### config.mk
export PLATFORM = sky130hd
export DESIGN_NAME = ebipt_timer
export DESIGN_NICKNAME = d
export VERILOG_FILES = /design/src/logic/ebipt_pkg.sv /design/src/logic/ebipt_prescale.sv /design/src/logic/ebipt_duty_hold.sv /design/src/logic/ebipt_timer.sv
export SDC_FILE = /design/constraint.sdc
export NUM_CORES = 1
export LEC_CHECK = 0
export ABC_AREA = 1
export ABC_CLOCK_PERIOD_IN_PS = 3300
export BUFFER_PORTS_ARGS = -buffer_cell sky130_fd_sc_hd__buf_2
export CORE_AREA = 5 5 111 113
export CTS_CLUSTER_DIAMETER = 200
export DETAILED_ROUTE_END_ITERATION = 6
export DIE_AREA = 0 0 116 118
export HOLD_SLACK_MARGIN = 0.08
export PLACE_DENSITY = 0.84
export SYNTH_ARGS = -nofsm -noshare
export SYNTH_HDL_FRONTEND = slang
export SYNTH_HIERARCHICAL = 1
export SYNTH_SLANG_ARGS = --single-unit
### constraint.sdc
create_clock -name aclk -period 3.3 [get_ports aclk]
set_input_delay 0.165 -clock aclk [delete_from_list [all_inputs] [get_ports aclk]]
set_output_delay 0.165 -clock aclk [all_outputs]
set_load 0.01 [all_outputs]
### src/logic/ebipt_pkg.sv
package ebipt_pkg;

	// ----------------------------------------------------------------
	// register map
	// ----------------------------------------------------------------
	localparam int unsigned AXI_ADDR_W      = 8;
	localparam logic [7:0]  OFF_MODE        = 8'h00;
	localparam logic [7:0]  OFF_PERIOD      = 8'h04;
	localparam logic [7:0]  OFF_DUTY        = 8'h08;
	localparam logic [7:0]  OFF_STATUS      = 8'h0C;
	localparam logic [7:0]  RST_MODE        = 8'h00;
	localparam logic [7:0]  RST_PERIOD      = 8'h00;
	localparam logic [7:0]  RST_DUTY        = 8'h00;
	localparam logic [1:0]  RESP_OKAY       = 2'h0;
	localparam logic [1:0]  RESP_SLVERR     = 2'h2;

	// status register field positions
	localparam int unsigned ST_CNT_LSB      = 0;
	localparam int unsigned ST_ACTIVE_BIT   = 8;
	localparam int unsigned ST_DUTYSEL_BIT  = 9;
	localparam int unsigned ST_PEND_BIT     = 10;
	localparam int unsigned ST_RUN_BIT      = 11;

	// ----------------------------------------------------------------
	// counter and count clock
	// ----------------------------------------------------------------
	localparam int unsigned CNT_W           = 8;
	localparam int unsigned PRE_W           = 12;
	localparam int unsigned LOSC_DIV        = 104;
	localparam int unsigned LOSC_PRE_W      = 7;
	localparam int unsigned XFER_MIN_TICKS  = 3;

	typedef enum logic [2:0] {
		CKS_DIV1   = 3'h0,
		CKS_DIV4   = 3'h1,
		CKS_DIV16  = 3'h2,
		CKS_DIV64  = 3'h3,
		CKS_DIV4K  = 3'h4,
		CKS_LOSC   = 3'h5
	} ebipt_cks_t;

	typedef enum logic [1:0] {
		MD_INTERVAL = 2'h0,
		MD_PWM      = 2'h2
	} ebipt_md_t;

	typedef struct packed {
		logic       count_enable_bit;
		logic [2:0] count_clock_select;
		logic [1:0] mode;
		logic       output_level_bit;
		logic       output_enable_bit;
	} ebipt_mode_t;

	typedef struct packed {
		logic             running;
		logic             duty_pending;
		logic             duty_selected;
		logic             active;
		logic [CNT_W-1:0] count;
	} ebipt_status_t;

endpackage

### src/logic/ebipt_prescale.sv
`timescale 1ns/10ps

module ebipt_prescale
	import ebipt_pkg::*;
#(
	parameter int unsigned LOSC_DIVIDE = LOSC_DIV
) (
	input  wire logic       aclk,
	input  wire logic       aresetn,
	input  wire logic       run,
	input  wire logic [2:0] sel,
	output logic            tick
);

	logic [PRE_W-1:0]      div_q;
	logic [15:0]           losc_q;
	logic [LOSC_PRE_W-1:0] lpre_q;
	logic                  losc_tick;
	logic                  hit;

	// ----------------------------------------------------------------
	// dividers, restarted while stopped so the first tick comes early only with CKS_LOSC, whose losc_q runs free
	// ----------------------------------------------------------------
	always_ff @(posedge aclk) begin
		if (!aresetn || !run) begin
			div_q <= '0;
		end else begin
			div_q <= div_q + 1'b1;
		end
	end

	// low-speed rate stands in for the slow oscillator
	always_ff @(posedge aclk) begin
		if (!aresetn) begin
			losc_q <= '0;
		end else if (losc_q == 16'(LOSC_DIVIDE - 1)) begin
			losc_q <= '0;
		end else begin
			losc_q <= losc_q + 1'b1;
		end
	end

	assign losc_tick = (losc_q == 16'(LOSC_DIVIDE - 1));

	always_ff @(posedge aclk) begin
		if (!aresetn || !run) begin
			lpre_q <= '0;
		end else if (losc_tick) begin
			lpre_q <= lpre_q + 1'b1;
		end
	end

	always_comb begin
		case (ebipt_cks_t'(sel))
			CKS_DIV1:  hit = 1'b1;
			CKS_DIV4:  hit = (div_q[1:0] == 2'h3);
			CKS_DIV16: hit = (div_q[3:0] == 4'hF);
			CKS_DIV64: hit = (div_q[5:0] == 6'h3F);
			CKS_DIV4K: hit = (div_q == 12'hFFF);
			CKS_LOSC:  hit = losc_tick && (lpre_q == 7'h7F);
			default:   hit = 1'b0;
		endcase
	end

	always_ff @(posedge aclk) begin
		if (!aresetn) begin
			tick <= 1'b0;
		end else begin
			tick <= run && hit;
		end
	end

endmodule

### src/logic/ebipt_duty_hold.sv
`timescale 1ns/10ps

module ebipt_duty_hold
	import ebipt_pkg::*;
(
	input  wire logic             aclk,
	input  wire logic             aresetn,
	input  wire logic             running,
	input  wire logic             tick,
	input  wire logic             wr,
	input  wire logic [CNT_W-1:0] wdata,
	input  wire logic             old_match,
	output logic [CNT_W-1:0]      duty_act,
	output logic [CNT_W-1:0]      duty_hold,
	output logic                  pending
);

	logic [1:0] age_q;
	logic       take;

	// transfer only at an old-value match at least three ticks after the write
	assign take = old_match && pending && !wr
		&& (age_q >= 2'(XFER_MIN_TICKS - 1));

	always_ff @(posedge aclk) begin
		if (!aresetn) begin
			duty_hold <= RST_DUTY;
			pending   <= 1'b0;
			age_q     <= '0;
		end else if (wr) begin
			duty_hold <= wdata;
			pending   <= running;
			age_q     <= '0;
		end else begin
			if (take) begin
				pending <= 1'b0;
			end
			if (tick && pending && age_q != 2'h3) begin
				age_q <= age_q + 1'b1;
			end
		end
	end

	always_ff @(posedge aclk) begin
		if (!aresetn) begin
			duty_act <= RST_DUTY;
		end else if (wr && !running) begin
			duty_act <= wdata;
		end else if (take) begin
			duty_act <= duty_hold;
		end
	end

endmodule

### src/logic/ebipt_timer.sv
// Notes on behaviour
// counting starts within one count clock
// interval match raises interrupt, clears counter
// interval period is compare value plus one
// each interval match inverts output pin
// stopping forces interrupt and output inactive
// software keeps period fixed while PWM runs
// PWM masks one tick, period compared first
// PWM period match: clear, interrupt, active, duty
// PWM duty match: inactive, back to period
// cycle N+1, active width M+1 ticks
// running duty writes go to holding latch
// held duty moves in at old match
// transfer needs three ticks after the write
// software rewrites duty when restarting PWM
// software keeps duty not above period
// enable clear stops and zeroes the counter
// waveform reaches pin only with output enable
// interval mode ignores the duty register
// level bit sets idle and inactive level
// count clock select picks rate, rest prohibited
`timescale 1ns/10ps

module ebipt_timer
	import ebipt_pkg::*;
#(
	parameter int unsigned ADDR_W      = AXI_ADDR_W,
	parameter int unsigned LOSC_DIVIDE = LOSC_DIV
) (
	input  wire logic              aclk,
	input  wire logic              aresetn,
	input  wire logic [ADDR_W-1:0] s_axi_awaddr,
	input  wire logic [2:0]        s_axi_awprot,
	input  wire logic              s_axi_awvalid,
	output logic                   s_axi_awready,
	input  wire logic [31:0]       s_axi_wdata,
	input  wire logic [3:0]        s_axi_wstrb,
	input  wire logic              s_axi_wvalid,
	output logic                   s_axi_wready,
	output logic [1:0]             s_axi_bresp,
	output logic                   s_axi_bvalid,
	input  wire logic              s_axi_bready,
	input  wire logic [ADDR_W-1:0] s_axi_araddr,
	input  wire logic [2:0]        s_axi_arprot,
	input  wire logic              s_axi_arvalid,
	output logic                   s_axi_arready,
	output logic [31:0]            s_axi_rdata,
	output logic [1:0]             s_axi_rresp,
	output logic                   s_axi_rvalid,
	input  wire logic              s_axi_rready,
	output logic                   timer_output_pin,
	output logic                   match_interrupt
);

	typedef enum {
		EBIPT_REG_MODE,
		EBIPT_REG_PERIOD,
		EBIPT_REG_DUTY,
		EBIPT_REG_STATUS,
		EBIPT_REG_NONE
	} ebipt_reg_t;

	// ----------------------------------------------------------------
	// address decode, shared by both bus directions
	// ----------------------------------------------------------------
	function automatic ebipt_reg_t ebipt_decode(input logic [ADDR_W-1:0] addr);
		ebipt_reg_t r;
		r = EBIPT_REG_NONE;
		if (addr == ADDR_W'(OFF_MODE)) begin
			r = EBIPT_REG_MODE;
		end else if (addr == ADDR_W'(OFF_PERIOD)) begin
			r = EBIPT_REG_PERIOD;
		end else if (addr == ADDR_W'(OFF_DUTY)) begin
			r = EBIPT_REG_DUTY;
		end else if (addr == ADDR_W'(OFF_STATUS)) begin
			r = EBIPT_REG_STATUS;
		end
		return r;
	endfunction

	ebipt_mode_t        mode_q;
	logic [CNT_W-1:0]   period_compare_q;
	logic [CNT_W-1:0]   duty_compare;
	logic [CNT_W-1:0]   duty_hold;
	logic               duty_pending;
	logic [ADDR_W-1:0]  waddr_q;
	logic [7:0]         wbyte_q;
	logic               wlane_q;
	logic               wr_fire;
	ebipt_reg_t         wreg;
	ebipt_reg_t         rreg;
	logic               duty_wr;
	logic               tick;
	logic               running;
	logic               is_pwm;
	ebipt_status_t      status;

	logic [CNT_W-1:0]   cnt_q;
	logic [CNT_W-1:0]   cnt_d;
	logic               sel_duty_q;
	logic               sel_duty_d;
	logic               mask_q;
	logic               mask_d;
	logic               active_q;
	logic               active_d;
	logic               irq_d;
	logic               old_match;

	assign running = mode_q.count_enable_bit;
	assign is_pwm  = (ebipt_md_t'(mode_q.mode) == MD_PWM);

	// ----------------------------------------------------------------
	// write channels: address and data taken in either order
	// ----------------------------------------------------------------
	assign wr_fire = !s_axi_awready && !s_axi_wready && !s_axi_bvalid;
	assign wreg    = ebipt_decode(waddr_q);

	always_ff @(posedge aclk) begin
		if (!aresetn) begin
			s_axi_awready <= 1'b1;
			waddr_q       <= '0;
		end else if (s_axi_awvalid && s_axi_awready) begin
			s_axi_awready <= 1'b0;
			waddr_q       <= s_axi_awaddr;
		end else if (s_axi_bvalid && s_axi_bready) begin
			s_axi_awready <= 1'b1;
		end
	end

	always_ff @(posedge aclk) begin
		if (!aresetn) begin
			s_axi_wready <= 1'b1;
			wbyte_q      <= '0;
			wlane_q      <= 1'b0;
		end else if (s_axi_wvalid && s_axi_wready) begin
			s_axi_wready <= 1'b0;
			wbyte_q      <= s_axi_wdata[7:0];
			wlane_q      <= s_axi_wstrb[0];
		end else if (s_axi_bvalid && s_axi_bready) begin
			s_axi_wready <= 1'b1;
		end
	end

	always_ff @(posedge aclk) begin
		if (!aresetn) begin
			s_axi_bvalid <= 1'b0;
			s_axi_bresp  <= RESP_OKAY;
		end else if (wr_fire) begin
			s_axi_bvalid <= 1'b1;
			s_axi_bresp  <= (wreg == EBIPT_REG_NONE) ? RESP_SLVERR : RESP_OKAY;
		end else if (s_axi_bvalid && s_axi_bready) begin
			s_axi_bvalid <= 1'b0;
		end
	end

	// ----------------------------------------------------------------
	// control registers
	// ----------------------------------------------------------------
	always_ff @(posedge aclk) begin
		if (!aresetn) begin
			mode_q <= ebipt_mode_t'(RST_MODE);
		end else if (wr_fire && wlane_q && wreg == EBIPT_REG_MODE) begin
			if (running) begin
				// while counting only the enable bit may change
				mode_q.count_enable_bit <= wbyte_q[7];
			end else begin
				mode_q <= ebipt_mode_t'(wbyte_q);
			end
		end
	end

	// period writes while PWM runs are the caller's fault, not trapped
	always_ff @(posedge aclk) begin
		if (!aresetn) begin
			period_compare_q <= RST_PERIOD;
		end else if (wr_fire && wlane_q && wreg == EBIPT_REG_PERIOD) begin
			period_compare_q <= wbyte_q;
		end
	end

	assign duty_wr = wr_fire && wlane_q && (wreg == EBIPT_REG_DUTY);

	// ----------------------------------------------------------------
	// read channel
	// ----------------------------------------------------------------
	assign rreg = ebipt_decode(s_axi_araddr);

	assign status.running       = running;
	assign status.duty_pending  = duty_pending;
	assign status.duty_selected = sel_duty_q;
	assign status.active        = active_q;
	assign status.count         = cnt_q;

	always_ff @(posedge aclk) begin
		if (!aresetn) begin
			s_axi_arready <= 1'b1;
			s_axi_rvalid  <= 1'b0;
			s_axi_rdata   <= '0;
			s_axi_rresp   <= RESP_OKAY;
		end else if (s_axi_arvalid && s_axi_arready) begin
			s_axi_arready <= 1'b0;
			s_axi_rvalid  <= 1'b1;
			s_axi_rresp   <= RESP_OKAY;
			case (rreg)
				EBIPT_REG_MODE:   s_axi_rdata <= {24'h000000, mode_q};
				EBIPT_REG_PERIOD: s_axi_rdata <= {24'h000000, period_compare_q};
				EBIPT_REG_DUTY:   s_axi_rdata <= {24'h000000, duty_hold};
				EBIPT_REG_STATUS: s_axi_rdata <= {20'h00000, status};
				default: begin
					s_axi_rdata <= '0;
					s_axi_rresp <= RESP_SLVERR;
				end
			endcase
		end else if (s_axi_rvalid && s_axi_rready) begin
			s_axi_rvalid  <= 1'b0;
			s_axi_arready <= 1'b1;
		end
	end

	// ----------------------------------------------------------------
	// count clock and duty holding latch
	// ----------------------------------------------------------------
	ebipt_prescale #(
		.LOSC_DIVIDE (LOSC_DIVIDE)
	) u_prescale (
		.aclk    (aclk),
		.aresetn (aresetn),
		.run     (running),
		.sel     (mode_q.count_clock_select),
		.tick    (tick)
	);

	// old-value duty match, only seen in PWM duty phase
	assign old_match = tick && running && is_pwm && !mask_q && sel_duty_q
		&& (cnt_q == duty_compare);

	ebipt_duty_hold u_duty (
		.aclk      (aclk),
		.aresetn   (aresetn),
		.running   (running),
		.tick      (tick),
		.wr        (duty_wr),
		.wdata     (wbyte_q),
		.old_match (old_match),
		.duty_act  (duty_compare),
		.duty_hold (duty_hold),
		.pending   (duty_pending)
	);

	// ----------------------------------------------------------------
	// counter and compare sequencing
	// ----------------------------------------------------------------
	always_comb begin
		cnt_d      = cnt_q;
		sel_duty_d = sel_duty_q;
		mask_d     = mask_q;
		active_d   = active_q;
		irq_d      = 1'b0;
		if (!running) begin
			cnt_d      = '0;
			sel_duty_d = 1'b0;
			mask_d     = 1'b1;
			active_d   = 1'b0;
		end else if (tick) begin
			if (!is_pwm) begin
				mask_d = 1'b0;
				if (cnt_q == period_compare_q) begin
					cnt_d    = '0;
					irq_d    = 1'b1;
					active_d = !active_q;
				end else begin
					cnt_d = cnt_q + 1'b1;
				end
			end else if (mask_q) begin
				mask_d = 1'b0;
			end else if (!sel_duty_q) begin
				if (cnt_q == period_compare_q) begin
					cnt_d      = '0;
					irq_d      = 1'b1;
					active_d   = 1'b1;
					sel_duty_d = 1'b1;
				end else begin
					cnt_d = cnt_q + 1'b1;
				end
			end else if (cnt_q == duty_compare) begin
				if (cnt_q == period_compare_q) begin
					// duty equal to period: stays active, restarts cycle
					cnt_d = '0;
					irq_d = 1'b1;
				end else begin
					cnt_d      = cnt_q + 1'b1;
					active_d   = 1'b0;
					sel_duty_d = 1'b0;
				end
			end else begin
				cnt_d = cnt_q + 1'b1;
			end
		end
	end

	always_ff @(posedge aclk) begin
		if (!aresetn) begin
			cnt_q      <= '0;
			sel_duty_q <= 1'b0;
			mask_q     <= 1'b1;
			active_q   <= 1'b0;
		end else begin
			cnt_q      <= cnt_d;
			sel_duty_q <= sel_duty_d;
			mask_q     <= mask_d;
			active_q   <= active_d;
		end
	end

	always_ff @(posedge aclk) begin
		if (!aresetn) begin
			match_interrupt <= 1'b0;
		end else begin
			match_interrupt <= irq_d;
		end
	end

	// inactive level is the level bit, active its inverse
	always_ff @(posedge aclk) begin
		if (!aresetn) begin
			timer_output_pin <= 1'b0;
		end else begin
			timer_output_pin <= mode_q.output_level_bit
				^ (mode_q.output_enable_bit & active_d);
		end
	end

endmodule

=== Word level (Yosys, flattened, before mapping) ===
Cells that the tools add are included.
W data, S select, Z words.

* Logic and storage cells: 168
* Input bits: 65
* Flip-flop bits (word level): 142
* Output and inout port bits: 43

* Multiplexer cells: 46
* Bitwise gates (word level): 5
* $add $sub $neg: 5
* Reductions and logical operators: 52
* Equality and inequality tests: 28
* Magnitude comparators: 1

{| class="wikitable"
|+ Operators with widths
! operator !! count
|-
| $eq A32 B2 Y1 const B || 3
|-
| $logic_not A32 Y1 || 2
|-
| $mux W8 || 7
|-
| $pmux W12 S4 || 1
|-
| $eq A32 B1 Y1 const B || 1
|-
| $eq A32 B3 Y1 const B || 1
|-
| $eq A32 B4 Y1 const B || 1
|-
| $eq A8 B4 Y1 const B || 4
|-
| $mux W1 || 27
|-
| $logic_and A1 B1 Y1 || 24
|-
| $mux W3 || 8
|-
| $add A16 B1 Y16 const B || 1
|-
| $eq A16 B7 Y1 const B || 1
|-
| $eq A8 B3 Y1 const B || 2
|-
| $eq A8 B8 Y1 || 2
|-
| $logic_not A8 Y1 || 2
|-
| $add A12 B1 Y12 const B || 1
|-
| $eq A12 B12 Y1 const B || 1
|-
| $reduce_bool A2 Y1 || 6
|-
| $add A8 B1 Y8 const B || 1
|-
| $logic_not A1 Y1 || 8
|-
| $add A7 B1 Y7 const B || 1
|-
| $eq A7 B7 Y1 const B || 1
|-
| $eq A3 B2 Y1 const B || 2
|-
| 19 further kinds || 29
|}

=== Logic depth before layout (Yosys ltp) ===
Gate-level depths: netlist of the first run.

* Depth after elaboration: 12
* Gate-level depth with buffers: 15
* Mapped depth without buffers: 15

=== Hierarchy ===
Netlist of the first run, hierarchy kept.

{| class="wikitable"
|+ By module, submodules not included
! module !! sequential area each (µm²) !! times used !! area an instance (µm²) !! cells an instance
|-
| ebipt_timer || 1,301.2 || 1 || 3,216.8 || 451
|-
| ebipt_prescale || 720.7 || 1 || 1,804.2 || 242
|-
| ebipt_duty_hold || 380.4 || 1 || 932.1 || 137
|}

=== Worst setup path after synthesis of the first run ===
Ideal clock, no wire load.

* Path kind: register to register
* From: reg waddr_q[0]
* To: reg u_duty.duty_act[0]
* Library setup time: 115 ps
* Data arrival time: 1,628 ps
* Period minus slack after synthesis: 1,743 ps
* Stages on the path, launching flop included: 11
* Path slack: 1,557 ps
* Buffers on the path: 1
* Cell sequence: dfxtp_1 > or2_1 > nor4_4 > nand2_1 > nor3_1 > nand2_1 > buf_6 > nand2_1 > nand2_1 > a21oi_1 > nor2_1

* Longest elaborated chain between the ends: 11

{| class="wikitable"
|+ Ends and longest elaborated chain
! element !! line !! text
|-
| start, declared || ebipt_timer.sv:86 || <nowiki>logic [ADDR_W-1:0] waddr_q;</nowiki>
|-
| start signal, assigned || ebipt_timer.sv:124 || <nowiki>waddr_q <= s_axi_awaddr;</nowiki>
|-
| $eq A8 B4 Y1 || ebipt_timer.sv:75 || <nowiki>end else if (addr == ADDR_W'(OFF_STATUS)) begin</nowiki>
|-
| $mux W3 || ebipt_timer.sv:75 ||
|-
| $mux W3 || ebipt_timer.sv:73 || <nowiki>end else if (addr == ADDR_W'(OFF_DUTY)) begin</nowiki>
|-
| $mux W3 || ebipt_timer.sv:71 || <nowiki>end else if (addr == ADDR_W'(OFF_PERIOD)) begin</nowiki>
|-
| $mux W3 (*) || ebipt_timer.sv:69 || <nowiki>if (addr == ADDR_W'(OFF_MODE)) begin</nowiki>
|-
| $eq A32 B3 Y1 (*) || ebipt_timer.sv:181 || <nowiki>assign duty_wr = wr_fire && wlane_q && (wreg == EBIPT_REG_DUTY);</nowiki>
|-
| $logic_and A1 B1 Y1 (*) || ebipt_timer.sv:181 ||
|-
| via duty_wr || ebipt_timer.sv:92 || <nowiki>logic duty_wr;</nowiki>
|-
| $logic_not A1 Y1 || ebipt_duty_hold.sv:22 || <nowiki>assign take = old_match && pending && !wr</nowiki>
|-
| $logic_and A1 B1 Y1 || ebipt_duty_hold.sv:22 ||
|-
| $logic_and A1 B1 Y1 || ebipt_duty_hold.sv:23 || <nowiki>&& (age_q >= 2'(XFER_MIN_TICKS - 1));</nowiki>
|-
| $reduce_bool A2 Y1 (no line) || - ||
|-
| end signal, assigned || ebipt_duty_hold.sv:48 || <nowiki>duty_act <= wdata;</nowiki>
|-
| end signal, assigned || ebipt_duty_hold.sv:50 || <nowiki>duty_act <= duty_hold;</nowiki>
|-
| end, declared || ebipt_duty_hold.sv:13 || <nowiki>output logic [CNT_W-1:0] duty_act,</nowiki>
|}

The timed path passes the listed nets; every way through them passes the cells marked *.
A chain may end at the register's enable or synchronous reset.

=== Final worst setup path of the first run ===
* From: reg waddr_q[0]
* To: reg u_duty.duty_act[1]

Same word-level chain as after synthesis.

==> summary.md, run 1 <==
| Metric | Value |
|---|---|
| Clock power share | `approximately 52%` |
| Clock buffer depth | `2` |
| Register area share after synthesis | `around two fifths` |
| Routed WL per cell | `between 10 and 15 µm` |
| Critical path fanouts, max | `25` |
| # diodes | `0` |
| Count of input and output buffers | `52` |
| Num CTS Buffers | `17` |
| Slowest stage delay, CP | `0.46 ns` |
| Pwr dens | `between 500 and 600 nW/µm²` |
| Synth top cells by count | `nand2_1 (144), dfxtp_1 (120), nor2_1 (102), inv_1 (87), a21oi_1 (67)` |
| Status | `finished, final reports clean` |
| Chip width | `between 100 and 150 µm` |
| Critical-path cell list | `or2_1 > nor4_4 > nand2_1 > nor3_2 > nand2_1 > nand2_1 > nand2_1 > a21oi_1 > nor2_1` |
| PostCTS Resize Cnt | `0` |
| FMAX | `468.2 MHz` |
| Flops & latches, synth | `120` |
| Initial antenna violation count | `0` |
| Number of flops mapped to enable cells by yosys | `0` |
| RSZ-0062 raised after global routing | `no` |
| Top cell by count, worst path | `nand2_1` |
| Slowest-stage cell, CP | `nand2_1` |
| Fillers | `951` |
| Global router's overall resource usage | `around 22%` |
| Ys flop type | `dfxtp_1` |
| Die height | `118 µm` |
| Reg clk slew, reported paths | `0.05 ns` |
| WP buf/inv | `0` |
| Final instance area | `7003 µm²` |
| Layout cells sized above 1 | `14.90%` |
| Global-route wire length before repair | `approximately 24,000 µm` |
| Place WS | `roughly 1.2 ns` |
| Count of final setup violators | `0` |
| Part of the cycle the worst path needs | `64.72%` |
| Net Switching | `0.8061 mW` |
| ANT nets after route | `0` |
| Setup Buffers After CTS | `0` |
| Leakage power | `between 2 and 3 nW` |
| Post-DP Area | `6206 µm²` |
| Num rows | `39` |
| Worst setup EP type | `flip-flop` |
| Cell-internal power | `around 2.8 mW` |
| Crit path setup slack, layout | `1.164 ns` |
| Sw Ratio | `about 23%` |
| CTS tree | `built` |
| H-Tree Depth | `4` |
| IR drop worst, VDD | `between 0.4 and 0.5 mV` |
| Later-pin clock latency in the skew report | `0.42 ns` |
| Post-DP HPWL | `about 9600 µm` |
| Num ports | `between 100 and 150` |
| Clk sinks | `120` |
| Routed vias | `5,569` |
| CP startpoint kind | `flip-flop` |
| Initial Utilization | `between 50 and 60%` |
| Worst relative slew slack | `about 45%` |
| Arrival time at the worst endpoint | `2.44 ns` |
| Worst slew pin tran | `around 0.83 ns` |
| Comb pwr share | `between 5 and 6%` |
| Top cell type's share of synthesized area | `approximately two fifths` |
| First drt pass iteration count | `6` |
| Critical path type | `reg -> reg` |
| Via/cell ratio | `between 5 and 6` |
| Hold slack | `roughly 0.26 ns` |
| Mapped cell area | `roughly 6000 µm²` |
| Yosys cell types | `42` |
| Largest area contributor in the netlist | `dfxtp_1` |
| Setup TNS | `0 ns` |
| Hold Buf Count CTS | `20` |
| Root Buffer Master | `clkbuf_16` |
| Largest net degree at the start of global routing | `around 60` |
| Kind of cell adding the most delay to the critical path | `simple AND/OR/NAND/NOR gates` |
| Nets@finish | `a little under 1,000` |
| Post-synth ARST share | `0%` |
| Min-Delay Path Class | `in -> reg` |
| Final clock skew | `around 0.0063 ns` |
| Core area | `around 11,000 µm²` |
| Drt drc | `0` |
| Die area | `13,690 µm²` |
| Grt total ovfl | `0` |
| GPL Wtd Cong | `between 0.9 and 1` |
| Synth Instances | `830` |
| Syn Area/Cell | `7.173 µm²` |
| Final hold vios | `0` |
| Vias in the first global route | `about 5,100` |
| Synth area leaders | `dfxtp_1 (40%), nand2_1 (9.1%), nor2_1 (6.4%), a21oi_1 (5.6%), inv_1 (5.5%)` |
| Max-cap violations | `0` |
| Pins over their slew limit | `0` |
| Sequential power share | `between 40% and 50%` |
| Routed wire length | `about 14,000 µm` |
| Area Growth Syn to Fin | `17.63%` |
| Most frequent cell after synthesis | `nand2_1` |
| Drt initial violations | `between 500 and 600` |
| Post-route minimum period | `between 2 and 2.5 ns` |
| CP required | `between 3 and 4 ns` |
| Ys Warns | `6` |
[power by group through the flow]
stage          Combinational [mW]  Clock (mW)  Sequential, mW
2_1_floorplan               0.126           0            1.54
3_3_place_gp                0.155           0            1.54
3_5_place_dp                0.158           0            1.54
4_1_cts                     0.177        1.88            1.51
5_1_grt                     0.206        1.96            1.52
6_report                    0.181        1.87            1.51
[final cells by class]
type                            instances  area, µm²  share of cell area [%]
Clock inverter                         12      150.1                   2.144
Inverter                              103      392.9                   5.610
Timing Repair Buffer                   75      483.0                   6.897
Clock buffer                           20      446.7                   6.378
Multi-Input combinational cell        583       2949                   42.11
Tap cell                              143      178.9                   2.555
Sequential cell                       120       2402                   34.30
[cell families (layout without fill, tap and decap cells)]
kind of cell / after synthesis / count (layout) / share of synthesized area, %
flops: 120 / 120 / 40.35
buf+inv: 148 / 210 / 11.52
compound gates: 166 / 166 / 14.67
xor+xnor: 20 / 20 / 2.942
other cells: 1 / 22 / 0.06299
simple gates: 367 / 367 / 28.77
fa+ha+maj: 8 / 8 / 1.681
[worst min-delay path, cell delays in order]
cell and delay [ns]:
buf_2 0.10, nor4_4 0.03, buf_4 0.19, a21oi_1 0.14
[sequential cells by signal, summed over array words and instances (netlist names), 2 cells and up]
name and cells:
cnt_q 8, mode_q 7, period_compare_q 8, s_axi_rdata 12
u_duty/age_q 2, u_duty/duty_act 8, u_duty/duty_hold 8, u_prescale/div_q 12
u_prescale/losc_q 16, u_prescale/lpre_q 7, waddr_q 8, wbyte_q 8
[layout by cell type, fill, tap and decap left out, drive strengths merged, types with 18 or more instances in the layout]
master       Yosys  routed
buf             33      55
clkbuf          12      20
o21ai           87      87
conb             1      22
nor2           111     111
inv            100     101
nand2          153     153
dlygate4sd3      0      20
a21oi           69      69
dfxtp          120     120
nor3            19      19
nand4           18      18
nand3           57      57
[metal layers]
layer	part of all wire, %	up-vias	GRT usage (%)	wire length, µm
met3	6.7	49	6.375	954
met1	43	2503	27.24	6159
met2	47	207	34.14	6751
met5	0	-	0	0
li1	-	2810	-	-
met4	3.0	0	9.065	422
[stage by stage]
stage / std cells / util, % / power (mW)
6_report: 1056 / 62.40 / 3.560
5_1_grt: 1056 / 62.40 / 3.685
4_1_cts: 1056 / 62.40 / 3.574
3_5_place_dp: 1004 / 55.30 / 1.701
3_3_place_gp: 1004 / 55.30 / 1.697
2_1_floorplan: 851 / - / 1.663
[path summary, 6_finish.rpt]
| check | from | to | slack, ns | cells past startpoint |
|---|---|---|---|---|
| hold / removal | s_axi_araddr[6] | s_axi_rresp[1] | 0.26 | 4 |
| hold reg to reg | u_prescale/div_q[0] | u_prescale/div_q[0] | 0.47 | 1 |
| setup reg to reg | waddr_q[0] | u_duty/duty_act[1] | 1.16 | 9 |
| setup / recovery | waddr_q[0] | u_duty/duty_act[1] | 1.16 | 9 |
Note: power is estimated with default switching activity, not from simulation.
==> inputs of run 2 (changes only) <==
Settings changed: ABC_AREA 1 to 0, ABC_CLOCK_PERIOD_IN_PS 3300 to 1800, CORE_AREA 5 5 111 113 to 5 5 114 116, DIE_AREA 0 0 116 118 to 0 0 119 121, PLACE_DENSITY 0.84 to 0.81.
Clock period 3.3 ns to 1.8 ns, I/O delays scaled along.
==> summary.md, run 2 <==
| Metric | Value |
|---|---|
| Later-pin clock latency in the skew report | `0.41 ns` |
| Largest area contributor in the netlist | `dfxtp_1` |
| Die height | `approximately 120 µm` |
| Global-route wire length before repair | `24,040 µm` |
| Reg-to-reg endpoint | `timer_output_pin` |
| Top cell type's share of synthesized area | `between 40% and 50%` |
| Slowest stage delay, CP | `around 0.53 ns` |
| Top Registers | `u_prescale/losc_q (16), s_axi_rdata (12), u_prescale/div_q (12)` |
| R2r worst-path depth | `9` |
| Failing checks | `negative setup slack` |
| Core area | `11,810 µm²` |
| CTS tree | `built` |
| Final clock skew | `0.006718 ns` |
| Initial antenna violation count | `0` |
| Pins over their slew limit | `0` |
| Count of input and output buffers | `between 50 and 60` |
| Worst Hold Launch | `s_axi_araddr[1]` |
| Crit path setup slack, layout | `-0.3363 ns` |
| Clk sinks | `120` |
| RSZ-0062 raised after global routing | `yes` |
| Routed vias | `approximately 5,000` |
| Nets@finish | `a little over 800` |
| Ys Warns | `6` |
| Global router's overall resource usage | `roughly 21%` |
| Routed WL per cell | `17.56 µm` |
| # diodes | `0` |
| Largest register FFs | `16` |
| IR drop worst, VDD | `about 0.62 mV` |
| Hold depth | `4` |
| Syn Area/Cell | `~9.5 µm²` |
| CP startpoint kind | `flip-flop` |
| Synth top cells by count | `dfxtp_1 (120), nand2_1 (62), nor2_1 (50), mux2i_1 (35), nor2b_1 (33)` |
| Finished Core Util | `about two thirds` |
| First drt pass iteration count | `5` |
| Status | `complete, but fails checks` |
| H-Tree Depth | `4` |
| Num ports | `roughly 110` |
| Critical-path cell list | `xor2_1 > nor4_2 > and2_4 > buf_4 > ha_1 > or4_1 > nand4_1 > o21ba_1 > mux2i_1` |
| Slowest-stage cell, CP | `or4_1` |
| FMAX | `between 400 and 500 MHz` |
| Worst relative slew slack | `approximately 58%` |
| Number of flops mapped to enable cells by yosys | `0` |
| Num rows | `40` |
| Reg clk slew, reported paths | `roughly 0.05 ns` |
| Root Buffer Master | `clkbuf_16` |
| Leakage power | `3.038 nW` |
| Largest Register | `u_prescale/losc_q` |
| Register area share after synthesis | `41.78%` |
| Flops & latches, synth | `120` |
| Grt total ovfl | `0` |
| Post-DP Area | `6411 µm²` |
| Min-Delay Path Class | `in -> reg` |
| ANT nets after route | `0` |
| CP required | `~2.1 ns` |
| Worst slew pin tran | `~0.63 ns` |
| Final instance area | `roughly 7700 µm²` |
| Worst Hold End | `s_axi_rresp[1]` |
| Most frequent cell after synthesis | `dfxtp_1` |
| Mapped cell area | `around 5700 µm²` |
| Vias in the first global route | `just under 5,000` |
| Count of final setup violators | `29` |
| Hold slack | `0.1392 ns` |
| Area Growth Syn to Fin | `34.56%` |
| Synth area leaders | `dfxtp_1 (42%), mux2i_1 (6.1%), nand2_1 (4.0%), nor2b_1 (3.6%), xnor2_1 (3.5%)` |
| Chip width | `around 120 µm` |
| Final hold vios | `0` |
| Most frequent cells in the layout | `dfxtp_1 (108), nand2_1 (61), buf_2 (52), buf_4 (49), nor2_1 (45)` |
| Initial Utilization | `between 40% and 50%` |
| Num CTS Buffers | `17` |
| Largest net degree at the start of global routing | `36` |
| Setup TNS | `-5.588 ns` |
| Part of the cycle the worst path needs | `118.7%` |
| Synth Instances | `~600` |
| Clock buffer depth | `2` |
| Routed wire length | `15,780 µm` |
| Critical path type | `reg -> reg` |
| Most common cell after layout, fill and taps aside | `dfxtp_1` |
| Arrival time at the worst endpoint | `roughly 2.4 ns` |
| Post-DP HPWL | `roughly 10000 µm` |
| GPL Wtd Cong | `just under 0.9` |
| Via/cell ratio | `between 5 and 6` |
| Post-synth ARST share | `0%` |
| Drt initial violations | `543` |
| Drt drc | `0` |
| Post-route minimum period | `between 2 and 2.5 ns` |
| Die area | `~14,000 µm²` |
| Ys flop type | `dfxtp_1` |
| R2R Path Start | `period_compare_q[3]` |
| Layout cells sized above 1 | `between 30% and 40%` |
| Max-cap violations | `0` |
| Critical path fanouts, max | `2` |
| Worst setup EP type | `flip-flop` |
| Place WS | `-0.4385 ns` |
| R2R setup slack | `-0.34 ns` |
| Yosys cell types | `between 50 and 60` |
| Pwr dens | `858.5 nW/µm²` |
[run 2: cell types whose count changed in the layout (fill, tap and decap cells not counted), sizes merged, moves of 17 or more]
cell    before  now
a21oi       69   14
inv        101   11
nor2b        0   33
o21ai       87    9
nand2      153   62
nand3       57   11
a211oi       1   18
buf         55  126
a21boi       0   19
nor2       111   50
mux2i        0   35
[run 2: worst max-delay path: cells and delay by family, from the launching register on]
family	cells	cell delay, ns
buffers and inverters	1	0.14
muxes	1	0.11
and+or+nand+nor	4	0.91
xor gates and xnor gates	1	0.20
adders and majority gates	1	0.17
AOI/OAI and AO/OA	1	0.16
DFF	1	0.35
[run 2: final cells by class]
cell class,count,area (µm²)
Tap cell,147,183.9
Clock inverter,8,142.6
Clock buffer,24,481.7
Fill cell,831,4075
Timing Repair Buffer,147,1174
Inverter,12,50.05
Multi-Input combinational cell,441,3287
Sequential cell,120,2417
[run 2: worst max-delay path by stage]
stage	startpoint	end	slack, ns	cells after the start
floorplan	cnt_q[3]	timer_output_pin	-0.19	11
global placement	period_compare_q[7]	timer_output_pin	-0.31	10
detailed placement	period_compare_q[7]	timer_output_pin	-0.44	10
CTS	period_compare_q[2]	timer_output_pin	-0.34	10
global route	period_compare_q[7]	timer_output_pin	-0.45	10
finish	period_compare_q[3]	timer_output_pin	-0.34	9
[run 2: metrics by stage]
step                cells  total power, mW
floorplan             624            2.983
global placement      824            3.047
detailed placement    824            3.057
CTS                   881            6.649
global route          899            6.848
finish                899            6.642
[run 2: per-layer routing]
| metal | global-route usage [%] | up-vias | share of wire [%] |
|---|---|---|---|
| li1 | - | 2353 | - |
| met1 | 24.78 | 2404 | 41 |
| met2 | 36.49 | 170 | 52 |
| met3 | 4.709 | 35 | 5.2 |
| met4 | 7.748 | 0 | 2.6 |
| met5 | 0 | - | 0 |
[run 2: cell families (layout without fill, tap and decap cells)]
kind of cell	count (synthesis)	count (layout)	share of synthesized area, %
AND/OR/NAND/NOR	230	230	21.74
flip-flops	120	120	41.78
AO/OA/AOI/OAI	92	92	12.06
buffers and inverters	63	191	6.376
XOR/XNOR	46	46	7.008
multiplexers	43	43	9.227
adder cells (fa/ha/maj)	8	8	1.741
other	1	22	0.06523
[run 2: what timing repair did]
action                                 in CTS  in global routing
pin swaps                                  21                 21
endpoints found under the hold margin      22                  0
setup endpoints to repair                  27                 49
resized for setup                          23                 54
hold buffers                               20                  0
setup buffers                               5                 20
gates cloned                                0                  1
[run 2: where the power goes]
part	switching [mW]	internal [mW]	total (mW)
Combinational	0.170	0.142	0.313
Clock	1.16	2.42	3.58
Sequential	0.0504	2.70	2.75
